## src/logic/tms_defines.vh

```
// constants for the timer master-trigger selection block
// What this block does
// select bit picks channel1 pin or hall xor
// three-bit master mode picks trigger output
// code 000 forwards software update-generate bit
// reset mode via trigger input delays output
// code 001 forwards counter enable signal
// gated enable lags unless master/slave sync set
// code 010 forwards update event
// code 011 pulses on every channel1 flag event
// code 100 forwards compare1 reference
// 110 compare2, 111 compare3, 101 undefined
// slave-mode register field layout, reserved bits zero
// both registers reset zero, reserved read zero
// pulse modes last one clock per event
`ifndef TMS_DEFINES_VH
`define TMS_DEFINES_VH
// ----------------------------------------
// addresses
// ----------------------------------------
`define TMS_T1_CTRL2_ADDR  32'h4000E004
`define TMS_T1_SMCR_ADDR   32'h4000E008
`define TMS_T2_CTRL2_ADDR  32'h4000F004
`define TMS_T2_SMCR_ADDR   32'h4000F008
// ----------------------------------------
// fields and reset values
// ----------------------------------------
`define TMS_TI1S_BIT       7
`define TMS_MMS_HI         6
`define TMS_MMS_LO         4
`define TMS_CTRL2_MASK     32'h000000F0
`define TMS_SMCR_MASK      32'h0000FFF7
`define TMS_MSM_BIT        7
`define TMS_REG_RESET      32'h00000000
// ----------------------------------------
// master mode codes
// ----------------------------------------
`define TMS_MM_RESET       3'h0
`define TMS_MM_ENABLE      3'h1
`define TMS_MM_UPDATE      3'h2
`define TMS_MM_CPULSE      3'h3
`define TMS_MM_OC1         3'h4
`define TMS_MM_OC2         3'h6
`define TMS_MM_OC3         3'h7
`endif

```

## src/logic/tms_trigger_mux.v

```verilog
// one timer's master trigger selection and channel 1 input select
`default_nettype none
`include "tms_defines.vh"
module tms_trigger_mux (
   input  wire       clk,
   input  wire       reset_n,
   input  wire [2:0] master_mode_select,
   input  wire       master_slave_sync,
   input  wire       channel1_input_select,
   input  wire       update_generate_bit,
   input  wire       slave_reset_from_trigger,
   input  wire       counter_enable_signal,
   input  wire       enable_from_trigger,
   input  wire       update_event,
   input  wire       channel1_flag_event,
   input  wire       compare1_reference,
   input  wire       compare2_reference,
   input  wire       compare3_reference,
   input  wire       channel1_pin_input,
   input  wire [2:0] hall_sensor_inputs,
   output reg        trigger_output,
   output reg        channel1_filter_input
);
   // ----------------------------------------
   // delay stage for trigger-driven paths
   // ----------------------------------------
   reg ug_dly_r;
   reg en_dly_r;
   reg trig_nxt;
   always @(posedge clk) begin
      if (!reset_n) begin
         ug_dly_r <= 1'b0;
         en_dly_r <= 1'b0;
      end else begin
         ug_dly_r <= update_generate_bit;
         en_dly_r <= counter_enable_signal;
      end
   end
   always @* begin
      case (master_mode_select)
         // hardware reset from trigger input shows one clock later
         `TMS_MM_RESET:  trig_nxt = slave_reset_from_trigger ? ug_dly_r : update_generate_bit;
         // sync bit removes lag so master and slave start together
         `TMS_MM_ENABLE: trig_nxt = (enable_from_trigger && !master_slave_sync) ?
                                    en_dly_r : counter_enable_signal;
         `TMS_MM_UPDATE: trig_nxt = update_event;
         `TMS_MM_CPULSE: trig_nxt = channel1_flag_event;
         `TMS_MM_OC1:    trig_nxt = compare1_reference;
         `TMS_MM_OC2:    trig_nxt = compare2_reference;
         `TMS_MM_OC3:    trig_nxt = compare3_reference;
         default:        trig_nxt = 1'b0;
      endcase
   end
   always @(posedge clk) begin
      if (!reset_n) begin
         trigger_output        <= 1'b0;
         channel1_filter_input <= 1'b0;
      end else begin
         trigger_output        <= trig_nxt;
         channel1_filter_input <= channel1_input_select ? ^hall_sensor_inputs : channel1_pin_input;
      end
   end
endmodule
`default_nettype wire

```

## src/logic/tms_apb_regs.v

```verilog
// apb register file for both timers' control 2 and slave-mode registers
`default_nettype none
`include "tms_defines.vh"
module tms_apb_regs (
   input  wire        clk,
   input  wire        reset_n,
   input  wire        psel,
   input  wire        penable,
   input  wire        pwrite,
   input  wire [31:0] paddr,
   input  wire [31:0] pwdata,
   output reg  [31:0] prdata,
   output reg         pready,
   output reg         pslverr,
   output reg  [31:0] t1_ctrl2_r,
   output reg  [31:0] t1_smcr_r,
   output reg  [31:0] t2_ctrl2_r,
   output reg  [31:0] t2_smcr_r
);
   // ----------------------------------------
   // decode
   // ----------------------------------------
   wire setup  = psel && !penable;
   wire hit1c  = (paddr == `TMS_T1_CTRL2_ADDR);
   wire hit1s  = (paddr == `TMS_T1_SMCR_ADDR);
   wire hit2c  = (paddr == `TMS_T2_CTRL2_ADDR);
   wire hit2s  = (paddr == `TMS_T2_SMCR_ADDR);
   wire mapped = hit1c | hit1s | hit2c | hit2s;
   // writes land only at the edge that completes the access, never at setup
   wire access = psel && penable && pready;
   // no wait state: answer is registered in the setup cycle, given in access
   always @(posedge clk) begin
      if (!reset_n) begin
         t1_ctrl2_r <= `TMS_REG_RESET;
         t1_smcr_r  <= `TMS_REG_RESET;
         t2_ctrl2_r <= `TMS_REG_RESET;
         t2_smcr_r  <= `TMS_REG_RESET;
         prdata     <= 32'h00000000;
         pready     <= 1'b0;
         pslverr    <= 1'b0;
      end else begin
         pready  <= setup;
         pslverr <= setup && !mapped;
         prdata  <= 32'h00000000;
         if (access && pwrite) begin
            if (hit1c) t1_ctrl2_r <= pwdata & `TMS_CTRL2_MASK;
            if (hit1s) t1_smcr_r  <= pwdata & `TMS_SMCR_MASK;
            if (hit2c) t2_ctrl2_r <= pwdata & `TMS_CTRL2_MASK;
            if (hit2s) t2_smcr_r  <= pwdata & `TMS_SMCR_MASK;
         end
         if (setup && !pwrite) begin
            if (hit1c) prdata <= t1_ctrl2_r;
            if (hit1s) prdata <= t1_smcr_r;
            if (hit2c) prdata <= t2_ctrl2_r;
            if (hit2s) prdata <= t2_smcr_r;
         end
      end
   end
endmodule
`default_nettype wire

```

## src/logic/tms_top.v

```verilog
// top: apb registers and master trigger selection for two timers
//
// Chosen here: the APB register port.
`default_nettype none
`include "tms_defines.vh"
module tms_top (
   input  wire        clk,
   input  wire        reset_n,
   input  wire        psel,
   input  wire        penable,
   input  wire        pwrite,
   input  wire [31:0] paddr,
   input  wire [31:0] pwdata,
   output wire [31:0] prdata,
   output wire        pready,
   output wire        pslverr,
   input  wire [1:0]  update_generate_bit,
   input  wire [1:0]  slave_reset_from_trigger,
   input  wire [1:0]  counter_enable_signal,
   input  wire [1:0]  enable_from_trigger,
   input  wire [1:0]  update_event,
   input  wire [1:0]  channel1_flag_event,
   input  wire [1:0]  compare1_reference,
   input  wire [1:0]  compare2_reference,
   input  wire [1:0]  compare3_reference,
   input  wire [1:0]  channel1_pin_input,
   input  wire [5:0]  hall_sensor_inputs,
   output wire [1:0]  trigger_output,
   output wire [1:0]  channel1_filter_input,
   output wire [31:0] t1_smcr_out,
   output wire [31:0] t2_smcr_out
);
   // ----------------------------------------
   // registers
   // ----------------------------------------
   wire [31:0] c1;
   wire [31:0] c2;
   tms_apb_regs u_regs (
      .clk        (clk),
      .reset_n    (reset_n),
      .psel       (psel),
      .penable    (penable),
      .pwrite     (pwrite),
      .paddr      (paddr),
      .pwdata     (pwdata),
      .prdata     (prdata),
      .pready     (pready),
      .pslverr    (pslverr),
      .t1_ctrl2_r (c1),
      .t1_smcr_r  (t1_smcr_out),
      .t2_ctrl2_r (c2),
      .t2_smcr_r  (t2_smcr_out)
   );
   // ----------------------------------------
   // per-timer trigger selection
   // ----------------------------------------
   tms_trigger_mux u_t1 (
      .clk                      (clk),
      .reset_n                  (reset_n),
      .master_mode_select       (c1[`TMS_MMS_HI:`TMS_MMS_LO]),
      .master_slave_sync        (t1_smcr_out[`TMS_MSM_BIT]),
      .channel1_input_select    (c1[`TMS_TI1S_BIT]),
      .update_generate_bit      (update_generate_bit[0]),
      .slave_reset_from_trigger (slave_reset_from_trigger[0]),
      .counter_enable_signal    (counter_enable_signal[0]),
      .enable_from_trigger      (enable_from_trigger[0]),
      .update_event             (update_event[0]),
      .channel1_flag_event      (channel1_flag_event[0]),
      .compare1_reference       (compare1_reference[0]),
      .compare2_reference       (compare2_reference[0]),
      .compare3_reference       (compare3_reference[0]),
      .channel1_pin_input       (channel1_pin_input[0]),
      .hall_sensor_inputs       (hall_sensor_inputs[2:0]),
      .trigger_output           (trigger_output[0]),
      .channel1_filter_input    (channel1_filter_input[0])
   );
   tms_trigger_mux u_t2 (
      .clk                      (clk),
      .reset_n                  (reset_n),
      .master_mode_select       (c2[`TMS_MMS_HI:`TMS_MMS_LO]),
      .master_slave_sync        (t2_smcr_out[`TMS_MSM_BIT]),
      .channel1_input_select    (c2[`TMS_TI1S_BIT]),
      .update_generate_bit      (update_generate_bit[1]),
      .slave_reset_from_trigger (slave_reset_from_trigger[1]),
      .counter_enable_signal    (counter_enable_signal[1]),
      .enable_from_trigger      (enable_from_trigger[1]),
      .update_event             (update_event[1]),
      .channel1_flag_event      (channel1_flag_event[1]),
      .compare1_reference       (compare1_reference[1]),
      .compare2_reference       (compare2_reference[1]),
      .compare3_reference       (compare3_reference[1]),
      .channel1_pin_input       (channel1_pin_input[1]),
      .hall_sensor_inputs       (hall_sensor_inputs[5:3]),
      .trigger_output           (trigger_output[1]),
      .channel1_filter_input    (channel1_filter_input[1])
   );
endmodule
`default_nettype wire

```

## config.mk

```make
export PLATFORM = sky130hd
export DESIGN_NAME = tms_top
export DESIGN_NICKNAME = d
export VERILOG_FILES = /design/src/logic/tms_trigger_mux.v /design/src/logic/tms_apb_regs.v /design/src/logic/tms_top.v
export VERILOG_INCLUDE_DIRS = /design/src /design/src/logic
export SDC_FILE = /design/constraint.sdc
export NUM_CORES = 1
export LEC_CHECK = 0
export ABC_AREA = 1
export BUFFER_PORTS_ARGS = -buffer_cell sky130_fd_sc_hd__buf_4
export CAP_MARGIN = 20
export CELL_PAD_IN_SITES_DETAIL_PLACEMENT = 2
export CELL_PAD_IN_SITES_GLOBAL_PLACEMENT = 2
export CORE_ASPECT_RATIO = 0.8
export CORE_UTILIZATION = 22
export DETAILED_ROUTE_END_ITERATION = 10
export HOLD_SLACK_MARGIN = 0.12
export PLACE_DENSITY_LB_ADDON = 0.12
export SETUP_SLACK_MARGIN = 0.05
export SLEW_MARGIN = 5
export SYNTH_ARGS = -nofsm -noshare
export SYNTH_HDL_FRONTEND = slang
export SYNTH_SLANG_ARGS = --single-unit
```

## constraint.sdc

```tcl
create_clock -name clk -period 1.55 [get_ports clk]
set_input_delay 0.155 -clock clk [delete_from_list [all_inputs] [get_ports clk]]
set_output_delay 0.155 -clock clk [all_outputs]
set_load 0.02 [all_outputs]
```

==> results of run 1 <==
==> Yosys cell counts <==
cell,instances
a21oi_1,41
a31oi_1,2
nand2_4,1
a21oi_2,14
nand4_1,1
or2_2,1
nand2_2,3
nor2_4,6
o21ai_1,30
nand4_2,1
o21a_1,1
nand3_1,36
a21o_1,1
buf_4,59
buf_8,1
conb_1,1
nand2_1,36
dfxtp_1,63
o21ai_0,19
inv_1,57
a211oi_1,2
xnor2_1,2
buf_2,7
o221ai_1,2
o211ai_1,3
nor2_1,27
nand3_2,1
buf_6,5
nand3b_1,1
clkbuf_1,3
nor2_8,1
nor2_2,1
nor3_2,1
nor3_1,1
==> registers in the layout, indices dropped and copies added (netlist names), 4 cells and up <==
register / count
u_regs.prdata: 15
u_regs.t1_ctrl2_r: 4
u_regs.t2_smcr_r: 15
u_regs.t2_ctrl2_r: 4
u_regs.t1_smcr_r: 15
==> worst max path at each step <==
stage,to,cells past startpoint
floorplan,u_regs.t2_smcr_r[15],4
CTS,u_regs.t2_smcr_r[15],5
finish,u_regs.t2_smcr_r[10],5
global placement,u_regs.prdata[6],12
global route,u_regs.t1_smcr_r[6],5
detailed placement,u_regs.t2_ctrl2_r[5],10
==> cells in the final DEF, fill, tap and decap left out <==
cell type / n
nor2_1: 27
buf_4: 138
dfxtp_1: 63
o221ai_1: 2
nand4_1: 1
nor2_2: 1
a21o_1: 1
clkbuf_1: 3
nand3_1: 36
o21ai_1: 30
conb_1: 51
nand2_2: 3
xnor2_1: 2
a21oi_1: 41
o211ai_1: 3
nand3_2: 1
o21a_1: 1
o21ai_0: 19
nand2_4: 1
clkinvlp_4: 1
nand3b_1: 1
or2_2: 1
buf_12: 4
dlygate4sd3_1: 18
nor3_1: 1
nor3_2: 1
nor2_8: 1
clkinv_2: 3
a31oi_1: 2
clkbuf_16: 9
nor2_4: 6
nand4_2: 1
inv_1: 57
nand2_1: 36
a211oi_1: 2
a21oi_2: 14
==> area by class of cell <==
cell class,instances,area (um^2)
Clock buffer,12,236
Clock inverter,4,22.5
Fill cell,1719,9770
Inverter,57,214
Multi-Input combinational cell,286,1460
Sequential cell,63,1260
Tap cell,184,230
Timing Repair Buffer,160,1300
==> what timing repair did <==
| item | in CTS | in global routing |
|---|---|---|
| hold endpoints to repair | 29 | 0 |
| resized for setup | 0 | 0 |
| hold buffers | 18 | 0 |
| setup buffers | 0 | 0 |
==> power groups by stage <==
stage	combinational [uW]	clock (uW)	sequential (uW)
after global placement	405	0	1670
after global routing	488	1940	1640
after detailed placement	413	0	1670
after floorplan	319	0	1670
after CTS	451	1860	1640
final	447	1780	1640
==> layer usage <==
| layer | share of wire, % | global-route usage [%] | up-vias |
|---|---|---|---|
| li1 | - | - | 1588 |
| met1 | 45 | 18.3 | 1541 |
| met2 | 48 | 25.7 | 100 |
| met3 | 5.7 | 4.22 | 6 |
| met4 | 0.69 | 4.07 | 0 |
| met5 | 0 | 0 | - |
==> worst reg2reg max path: stages (launching register included) <==
cell	delay [ns]
dfxtp_1	0.34
nand4_2	0.28
nor2_4	0.26
buf_12	0.18
o21ai_1	0.09
a21oi_2	0.13
==> through the flow <==
stage | hold WS, ns | total power (uW) | util, %
finish | 0.128 | 3870 | 32.6
global route | 0.139 | 4060 | 32.6
global placement | 0.344 | 2080 | 29.6
floorplan | 0.238 | 1990 | -
detailed placement | 0.349 | 2090 | 29.6
CTS | 0.121 | 3950 | 32.6
==> cell families after synthesis <==
| kind of cell | Yosys count | synth area share, % |
|---|---|---|
| and+or+nand+nor | 118 | 18.1 |
| AOI/OAI and AO/OA | 115 | 19.8 |
| DFF | 63 | 38.1 |
| other | 1 | 0.113 |
| buffers and inverters | 132 | 23.4 |
| xor gates and xnor gates | 2 | 0.529 |
==> impl_metrics.yaml, run 1 <==
logic_synthesis:
  synth_top_cells_by_area: "dfxtp_1 (38%), buf_4 (13%), inv_1 (6.5%)"
  ys_types: 34
  yosysWarnings: 0
  yosysSeqAreaShare_pct: 38.1
  ys_ff_latch: 63
  syn_inst: 431
  avgSynthCellArea_um2: 7.68
  synth.largest_area_cell: "dfxtp_1"
  synth_area_um2: 3310
  synth_top_area_share_pct: 38.1
layout:
  area_growth_syn_to_layout_pct: 42.7
  finalInstanceArea_um2: 4720
  drive_gt1_share_pct: 31.8
  layoutNonFillerInstCount: 766
  fin_nets: 672
  n_antenna_cell: 0
timing:
  rsz0062_at_grt: "false"
  final.period_utilization_pct: 86.8
  skew_ns: 0.00567
  min_period_ns: 1.34
  setup_tns_ns: 0
  clock.fmax_mhz: 744
  finalSetupViolCount: 0
  relSlewSlack_pct: 62.0
  hold_viol_final: 0
  setup_ws_ns: 0.205
  worst_pin_slew_ns: 0.569
  drv_slew: 0
critical_path:
  reg2reg_slack_ns: 0.21
  critPathTopFamily: "simple AND/OR/NAND/NOR gates"
  slowest_stage: "dfxtp_1"
  endpoint_kind: "flop"
  critical_path.cell_chain: "nand4_2, nor2_4, buf_12, o21ai_1, a21oi_2"
  worst_r2r_path_depth: 5
  start_kind: "flop"
  r2r-start: "u_regs.pready"
  crit_required_ns: 1.82
  critPathKind: "reg -> reg"
  r2r_end: "u_regs.t2_smcr_r[10]"
  startpoint: "u_regs.pready"
  crit_arrival_ns: 1.61
  worst-path-buf-inv: 1
  slowest_delay_ns: 0.34
  path_max_fanout: 14
placed_design:
  place_ws_ns: -0.0526
  portBuffers: 128
  place_congestion: 0.728
  dp.cells: 732
  dp_hpwl_um: 8330
  place_area_um2: 4280
status:
  status: "finished, violations left"
  failed_checks: "DRC"
clocking:
  cts_buffers: 9
  cts_buffer_depth: 2
  cts-root-buf: "clkbuf_16"
  clkSlewWorstSetupHoldPaths_ns: 0.05
  cts_sinks: 63
  h-tree-depth: 3
  cts_tree: "done"
  clkLatencyLatePin_ns: 0.33
floorplanning:
  dieArea_um2: 15500
  rows: 39
  initial_utilization_pct: 22.8
  die_h_um: 112
  die_w_um: 139
  io_pins: 197
  coreArea_um2: 14500
power_and_ir_drop:
  comb_power_share_pct: 11.6
  peakVddDrop_mv: 0.454
  seq_power_share_pct: 42.4
  leakage_uw: 0.00222
  powerDensity_nw_per_um2: 819
  power.share.clock_pct: 46.1
  p_int_uw: 2910
  p_sw_uw: 961
  p_sw_share_pct: 24.8
global_route:
  grt_max_degree: 45
  grt_usage_pct: 15.0
  antenna_found_initial: 0
  gr-total-overflow: 0
  grt_pass1_vias: 3435
  grt_pass1_wl_um: 17900
routing:
  via_per_inst: 4.22
  drt_iter0_markers: 87
  ant_nets: 0
  dr.pass1.iters: 7
  num_vias: 3235
  wl_per_cell_um: 14.5
  finalWirelength_um: 11100
  drc: 10
hold_path:
  min_from: "penable"
  hold_class: "in -> reg"
  whs_path_depth: 4
  hold_path_end: "u_regs.pslverr"
job:
  cap_violations: 0
Note: power is estimated with default switching activity, not from simulation.
==> inputs of run 2 (changes only) <==
--- a/config.mk
+++ b/config.mk
@@ -11,7 +11,7 @@
 export CAP_MARGIN = 20
 export CELL_PAD_IN_SITES_DETAIL_PLACEMENT = 2
 export CELL_PAD_IN_SITES_GLOBAL_PLACEMENT = 2
-export CORE_ASPECT_RATIO = 0.8
+export CORE_ASPECT_RATIO = 1.4
 export CORE_UTILIZATION = 22
 export DETAILED_ROUTE_END_ITERATION = 10
 export HOLD_SLACK_MARGIN = 0.12
==> run 2 against run 1 <==
  * The flow now finishes without violations
  * Utilization increased by 0.21 points
  * Register-to-register slack about the same
  * Clock skew decreased by 0.0016 ns
  * Die area about the same
  * Via count decreased by 0.34%
  * Critical path type unchanged
  * Highest routed layer unchanged
==> impl_metrics.yaml, run 2 (synthesis gave the netlist of run 1 again) <==
status:
  status: "finished, final reports clean"
routing:
  dr.pass1.iters: 4
  num_vias: 3224
  via_per_inst: 4.15
  drt_iter0_markers: 70
  ant_nets: 0
  wl_per_cell_um: 14.5
  finalWirelength_um: 11200
  drc: 0
critical_path:
  slowest_stage: "dfxtp_1"
  reg2reg_slack_ns: 0.22
  crit_required_ns: 1.80
  endpoint_kind: "flop"
  slowest_delay_ns: 0.34
  worst_r2r_path_depth: 5
  path_max_fanout: 8
  r2r_end: "u_regs.t1_ctrl2_r[4]"
  start_kind: "flop"
  crit_arrival_ns: 1.58
  critPathTopFamily: "simple AND/OR/NAND/NOR gates"
  critPathKind: "reg -> reg"
  r2r-start: "u_regs.pready"
  worst-path-buf-inv: 1
  path_depth: 5
  critical_path.cell_chain: "nand4_2, buf_4, nor2_4, o21ai_0, a21oi_1"
clocking:
  post_cts_buffers: 0
  h-tree-depth: 3
  cts_buffer_depth: 2
  cts_hold_buffers: 18
  cts_sinks: 63
  clkLatencyLatePin_ns: 0.33
  cts_buffers: 9
  clkSlewWorstSetupHoldPaths_ns: 0.06
  cts_tree: "done"
  cts_resized: 0
  cts-root-buf: "clkbuf_16"
job:
  cap_violations: 0
layout:
  final_common_cell: "buf_4"
  finalInstanceArea_um2: 4780
  n_antenna_cell: 0
  fill_cells: 1750
  multiInputGateArea_um2: 1460
  regArea_um2: 1260
  fin_nets: 678
  finalCoreUtilization_pct: 32.8
  area_growth_syn_to_layout_pct: 44.4
  top_regs: "u_regs.prdata x15, u_regs.t1_smcr_r x15, u_regs.t2_smcr_r x15"
  drive_gt1_share_pct: 32.7
  mostFrequentLayoutCells: "buf_4 (144), dfxtp_1 (63), inv_1 (57)"
timing:
  finalSetupViolCount: 0
  relSlewSlack_pct: 63.8
  hold_viol_final: 0
  final.period_utilization_pct: 85.9
  setup_tns_ns: 0
  min_period_ns: 1.33
  setup_ws_ns: 0.219
  skew_ns: 0.00411
  worst_pin_slew_ns: 0.543
  drv_slew: 0
  rsz0062_at_grt: "false"
  clock.fmax_mhz: 751
hold_path:
  hold_path_end: "u_regs.t2_smcr_r[7]"
  min_from: "pwdata[7]"
  whs_path_depth: 3
  hold_class: "in -> reg"
global_route:
  antenna_found_initial: 0
  grt_util_met2_pct: 26.7
  use_met1_pct: 15.8
  grt_use_met3_pct: 4.04
  grt_max_degree: 45
  gr-total-overflow: 0
  grt_pass1_wl_um: 17500
  grt_pass1_vias: 3441
  busiest_layer: "met2"
  grt_usage_pct: 14.5
placed_design:
  dp_hpwl_um: 8570
  portBuffers: 128
  place_ws_ns: -0.0430
  place_area_um2: 4340
  place_congestion: 0.718
power_and_ir_drop:
  p_total_uw: 3930
  peakVddDrop_mv: 0.572
  leakage_uw: 0.00226
  powerDensity_nw_per_um2: 822
floorplanning:
  rows: 52
  dieArea_um2: 15600
  die_h_um: 147
  initial_utilization_pct: 22.7
  coreArea_um2: 14600
  die_w_um: 106
  io_pins: 197
-- run 2: how the worst max path moves through the flow --
stage | startpoint | end | slack, ns
6_report | u_regs.pready | u_regs.t1_ctrl2_r[4] | 0.22
3_3_place_gp | paddr[21] | u_regs.prdata[7] | 0.007
2_1_floorplan | u_regs.pready | u_regs.t2_smcr_r[15] | 0.21
5_1_grt | u_regs.pready | u_regs.t1_ctrl2_r[5] | 0.13
3_5_place_dp | paddr[23] | u_regs.t1_smcr_r[15] | -0.04
4_1_cts | u_regs.pready | u_regs.t1_ctrl2_r[4] | 0.18
-- run 2: metal layers --
layer  wire (um)  share of wire (%)  vias to the layer above
met5           0                  0                        -
met3         732                6.5                       10
li1            -                  -                     1592
met4         146                1.3                        0
met2        5900                 53                      107
met1        4440                 40                     1515
-- run 2: cell type report --
cell class / count / share of cell area, %
clock buffer: 11 / 5.08
tap: 189 / 4.95
inverter: 57 / 4.48
multi-input combinational: 286 / 30.6
sequential: 63 / 26.4
timing repair buffer: 166 / 28.1
clock inverter: 4 / 0.471
-- run 2: worst reg2reg max path, stage by stage, from the launching register on --
cell and delay, ns:
dfxtp_1 0.34, nand4_2 0.21, buf_4 0.23, nor2_4 0.19, o21ai_0 0.11, a21oi_1 0.17
-- run 2: report_power, final --
group | internal (uW) | switching [uW]
sequential | 1630 | 3.37
combinational | 200 | 248
clock | 1110 | 737
total | 2940 | 989
-- run 2: stage by stage --
| step | cells | hold WS [ns] |
|---|---|---|
| 2_1_floorplan | 481 | 0.238 |
| 3_3_place_gp | 743 | 0.347 |
| 3_5_place_dp | 743 | 0.355 |
| 4_1_cts | 776 | 0.124 |
| 5_1_grt | 776 | 0.149 |
| 6_report | 776 | 0.138 |
==> inputs of run 3 (changes only) <==
--- a/config.mk
+++ b/config.mk
@@ -12,7 +12,7 @@
 export CELL_PAD_IN_SITES_DETAIL_PLACEMENT = 2
 export CELL_PAD_IN_SITES_GLOBAL_PLACEMENT = 2
 export CORE_ASPECT_RATIO = 1.4
-export CORE_UTILIZATION = 22
+export CORE_UTILIZATION = 20
 export DETAILED_ROUTE_END_ITERATION = 10
 export HOLD_SLACK_MARGIN = 0.12
 export PLACE_DENSITY_LB_ADDON = 0.12
==> constraint.sdc (replaced) <==
create_clock -name clk -period 1.2 [get_ports clk]
set_input_delay 0.12 -clock clk [delete_from_list [all_inputs] [get_ports clk]]
set_output_delay 0.12 -clock clk [all_outputs]
set_load 0.02 [all_outputs]
==> run 3 against run 2 <==
  * The run now ends with setup timing left
  * Clock skew grew 0.00094 ns
  * Worst hold slack lost 0.0018 ns
  * Via count grew 6.3%
  * Utilization grew 0.59 points
  * Clock power grew 42%
  * Design area grew 13%
  * Die area grew 9.8%
  * Total power grew 37%
  * Count of clock-buffer cells in the layout shrank 2
  * Combinational power grew 46%
  * Worst setup slack lost 0.28 ns
  * Non-clock buffer count grew 30
  * Highest routed layer unchanged
==> impl_metrics.yaml, run 3 (synthesis gave the netlist of run 1 again) <==
status:
  status: "finished, violations left"
  failed_checks: "setup timing"
timing:
  final.period_utilization_pct: 105
  hold_viol_final: 0
  finalSetupViolCount: 16
  skew_ns: 0.00505
  relSlewSlack_pct: 64.6
  drv_slew: 0
  min_period_ns: 1.26
  rsz0062_at_grt: "true"
  setup_ws_ns: -0.0598
  fin_hold_ws_ns: 0.137
  worst_pin_slew_ns: 0.531
  clock.fmax_mhz: 794
placed_design:
  place_congestion: 0.705
  portBuffers: 128
  dp_hpwl_um: 8750
  dp.cells: 757
layout:
  drive_gt1_share_pct: 43.2
  final_common_cell: "buf_4"
  n_antenna_cell: 0
  multiInputGateArea_um2: 1660
  top_regs: "u_regs.prdata x15, u_regs.t1_smcr_r x15, u_regs.t2_smcr_r x15"
  mostFrequentLayoutCells: "buf_4 (156), dfxtp_1 (58), inv_1 (56)"
  area_growth_syn_to_layout_pct: 63.1
  fill_cells: 1843
  regArea_um2: 1270
  fin_nets: 708
  layoutNonFillerInstCount: 817
critical_path:
  worst-path-buf-inv: 3
  critPathTopFamily: "simple AND/OR/NAND/NOR gates"
  critical_path.cell_chain: "buf_4, nor2_4, nand2_2, nor2_4, nand2_4, nor2_4, nand2_4, nor2_4, buf_12, clkbuf_16, a21oi_2"
  r2r-start: "u_regs.pready"
  slowest_delay_ns: 0.24
  reg2reg_slack_ns: -0.04
  start_kind: "input pin"
  path_max_fanout: 8
  cpMostUsedCell: "nor2_4"
  crit_arrival_ns: 1.47
  path_depth: 11
  endpoint: "u_regs.t1_smcr_r[6]"
  critPathKind: "in -> reg"
  endpoint_kind: "flop"
  crit_required_ns: 1.41
  worst_r2r_path_depth: 5
  slowest_stage: "nor2_4"
  startpoint: "paddr[29]"
  r2r_end: "u_regs.t1_smcr_r[6]"
floorplanning:
  coreArea_um2: 16200
  dieArea_um2: 17100
  die_w_um: 111
  initial_utilization_pct: 20.5
  rows: 55
  io_pins: 197
  die_h_um: 154
routing:
  drc: 0
  drt_iter0_markers: 87
  via_per_inst: 4.19
  finalWirelength_um: 12500
  ant_nets: 0
  wl_per_cell_um: 15.3
  num_vias: 3426
  dr.pass1.iters: 4
global_route:
  grt_usage_pct: 13.7
  grt_pass1_wl_um: 18400
  gr-total-overflow: 0
  grt_pass1_vias: 3609
  antenna_found_initial: 0
  grt_max_degree: 45
clocking:
  cts_sinks: 63
  cts_buffer_depth: 2
  clkSlewWorstSetupHoldPaths_ns: 0.06
  h-tree-depth: 3
  clkLatencyLatePin_ns: 0.33
  cts_tree: "done"
  cts_buffers: 9
  cts-root-buf: "clkbuf_16"
hold_path:
  hold_class: "in -> reg"
job:
  cap_violations: 0
power_and_ir_drop:
  powerDensity_nw_per_um2: 998
  peakVddDrop_mv: 0.655
  leakage_uw: 0.00253
[run 3: report_power, final]
group / switching (uW) / total (uW) / internal, uW / leakage (uW)
Sequential: 5.44 / 2110 / 2110 / 0.000513
Combinational: 359 / 655 / 296 / 0.00187
Clock: 1020 / 2630 / 1610 / 0.000142
Total: 1380 / 5390 / 4010 / 0.00253
[run 3: area by class of cell]
type	instances	share of cell area, %
repair buffers	196	31.6
multi-input cells	286	30.7
flip-flops and latches	63	23.6
well taps	199	4.61
clock buffers	9	4.17
inverters	57	3.96
clock inverters	7	1.34
[run 3: worst register-to-register path: stages, from the launching register on]
cell and delay [ns]:
dfxtp_2 0.34, nand4_4 0.15, nor2_4 0.26, buf_12 0.15, clkbuf_16 0.16, a21oi_2 0.06
[run 3: routing by layer]
metal,wire [um],global-route usage [%]
met5,0,0
met1,4740,14.3
met2,7040,26.8
met3,579,3.17
met4,147,4.06
[run 3: worst min-delay path by stage]
stage,from,to,slack (ns),depth (start not counted)
after floorplan,penable,u_regs.pready,0.20,1
after global placement,counter_enable_signal[0],u_t1.en_dly_r,0.31,3
after detailed placement,counter_enable_signal[0],u_t1.en_dly_r,0.32,3
after CTS,pwdata[4],u_regs.t1_ctrl2_r[4],0.13,3
after global routing,pwdata[4],u_regs.t1_smcr_r[4],0.14,3
final,pwdata[4],u_regs.t1_smcr_r[4],0.14,3
[run 3: what timing repair did]
| action | 4_1_cts | 5_1_grt |
|---|---|---|
| buffers inserted | 3 | 19 |
| hold buffers | 21 | 0 |
| resized for setup | 6 | 56 |
| endpoints found under the setup margin | 42 | 56 |
| pin swaps | 4 | 21 |
| hold endpoints to repair | 33 | 0 |
| gates cloned | 0 | 4 |
[run 3: metrics by stage]
step | worst slack, ns | utilization (%) | instance area, um^2 | total power [uW] | TNS, ns
2_1_floorplan | -0.00477 | - | 3550 | 2580 | -0.0345
3_3_place_gp | -0.311 | 27.5 | 4450 | 2710 | -14.21
3_5_place_dp | -0.370 | 27.5 | 4450 | 2720 | -15.91
4_1_cts | -0.0141 | 30.9 | 5000 | 5440 | -0.0865
5_1_grt | -0.143 | 33.4 | 5400 | 5620 | -2.73
6_report | -0.0598 | 33.4 | 5400 | 5390 | -0.663
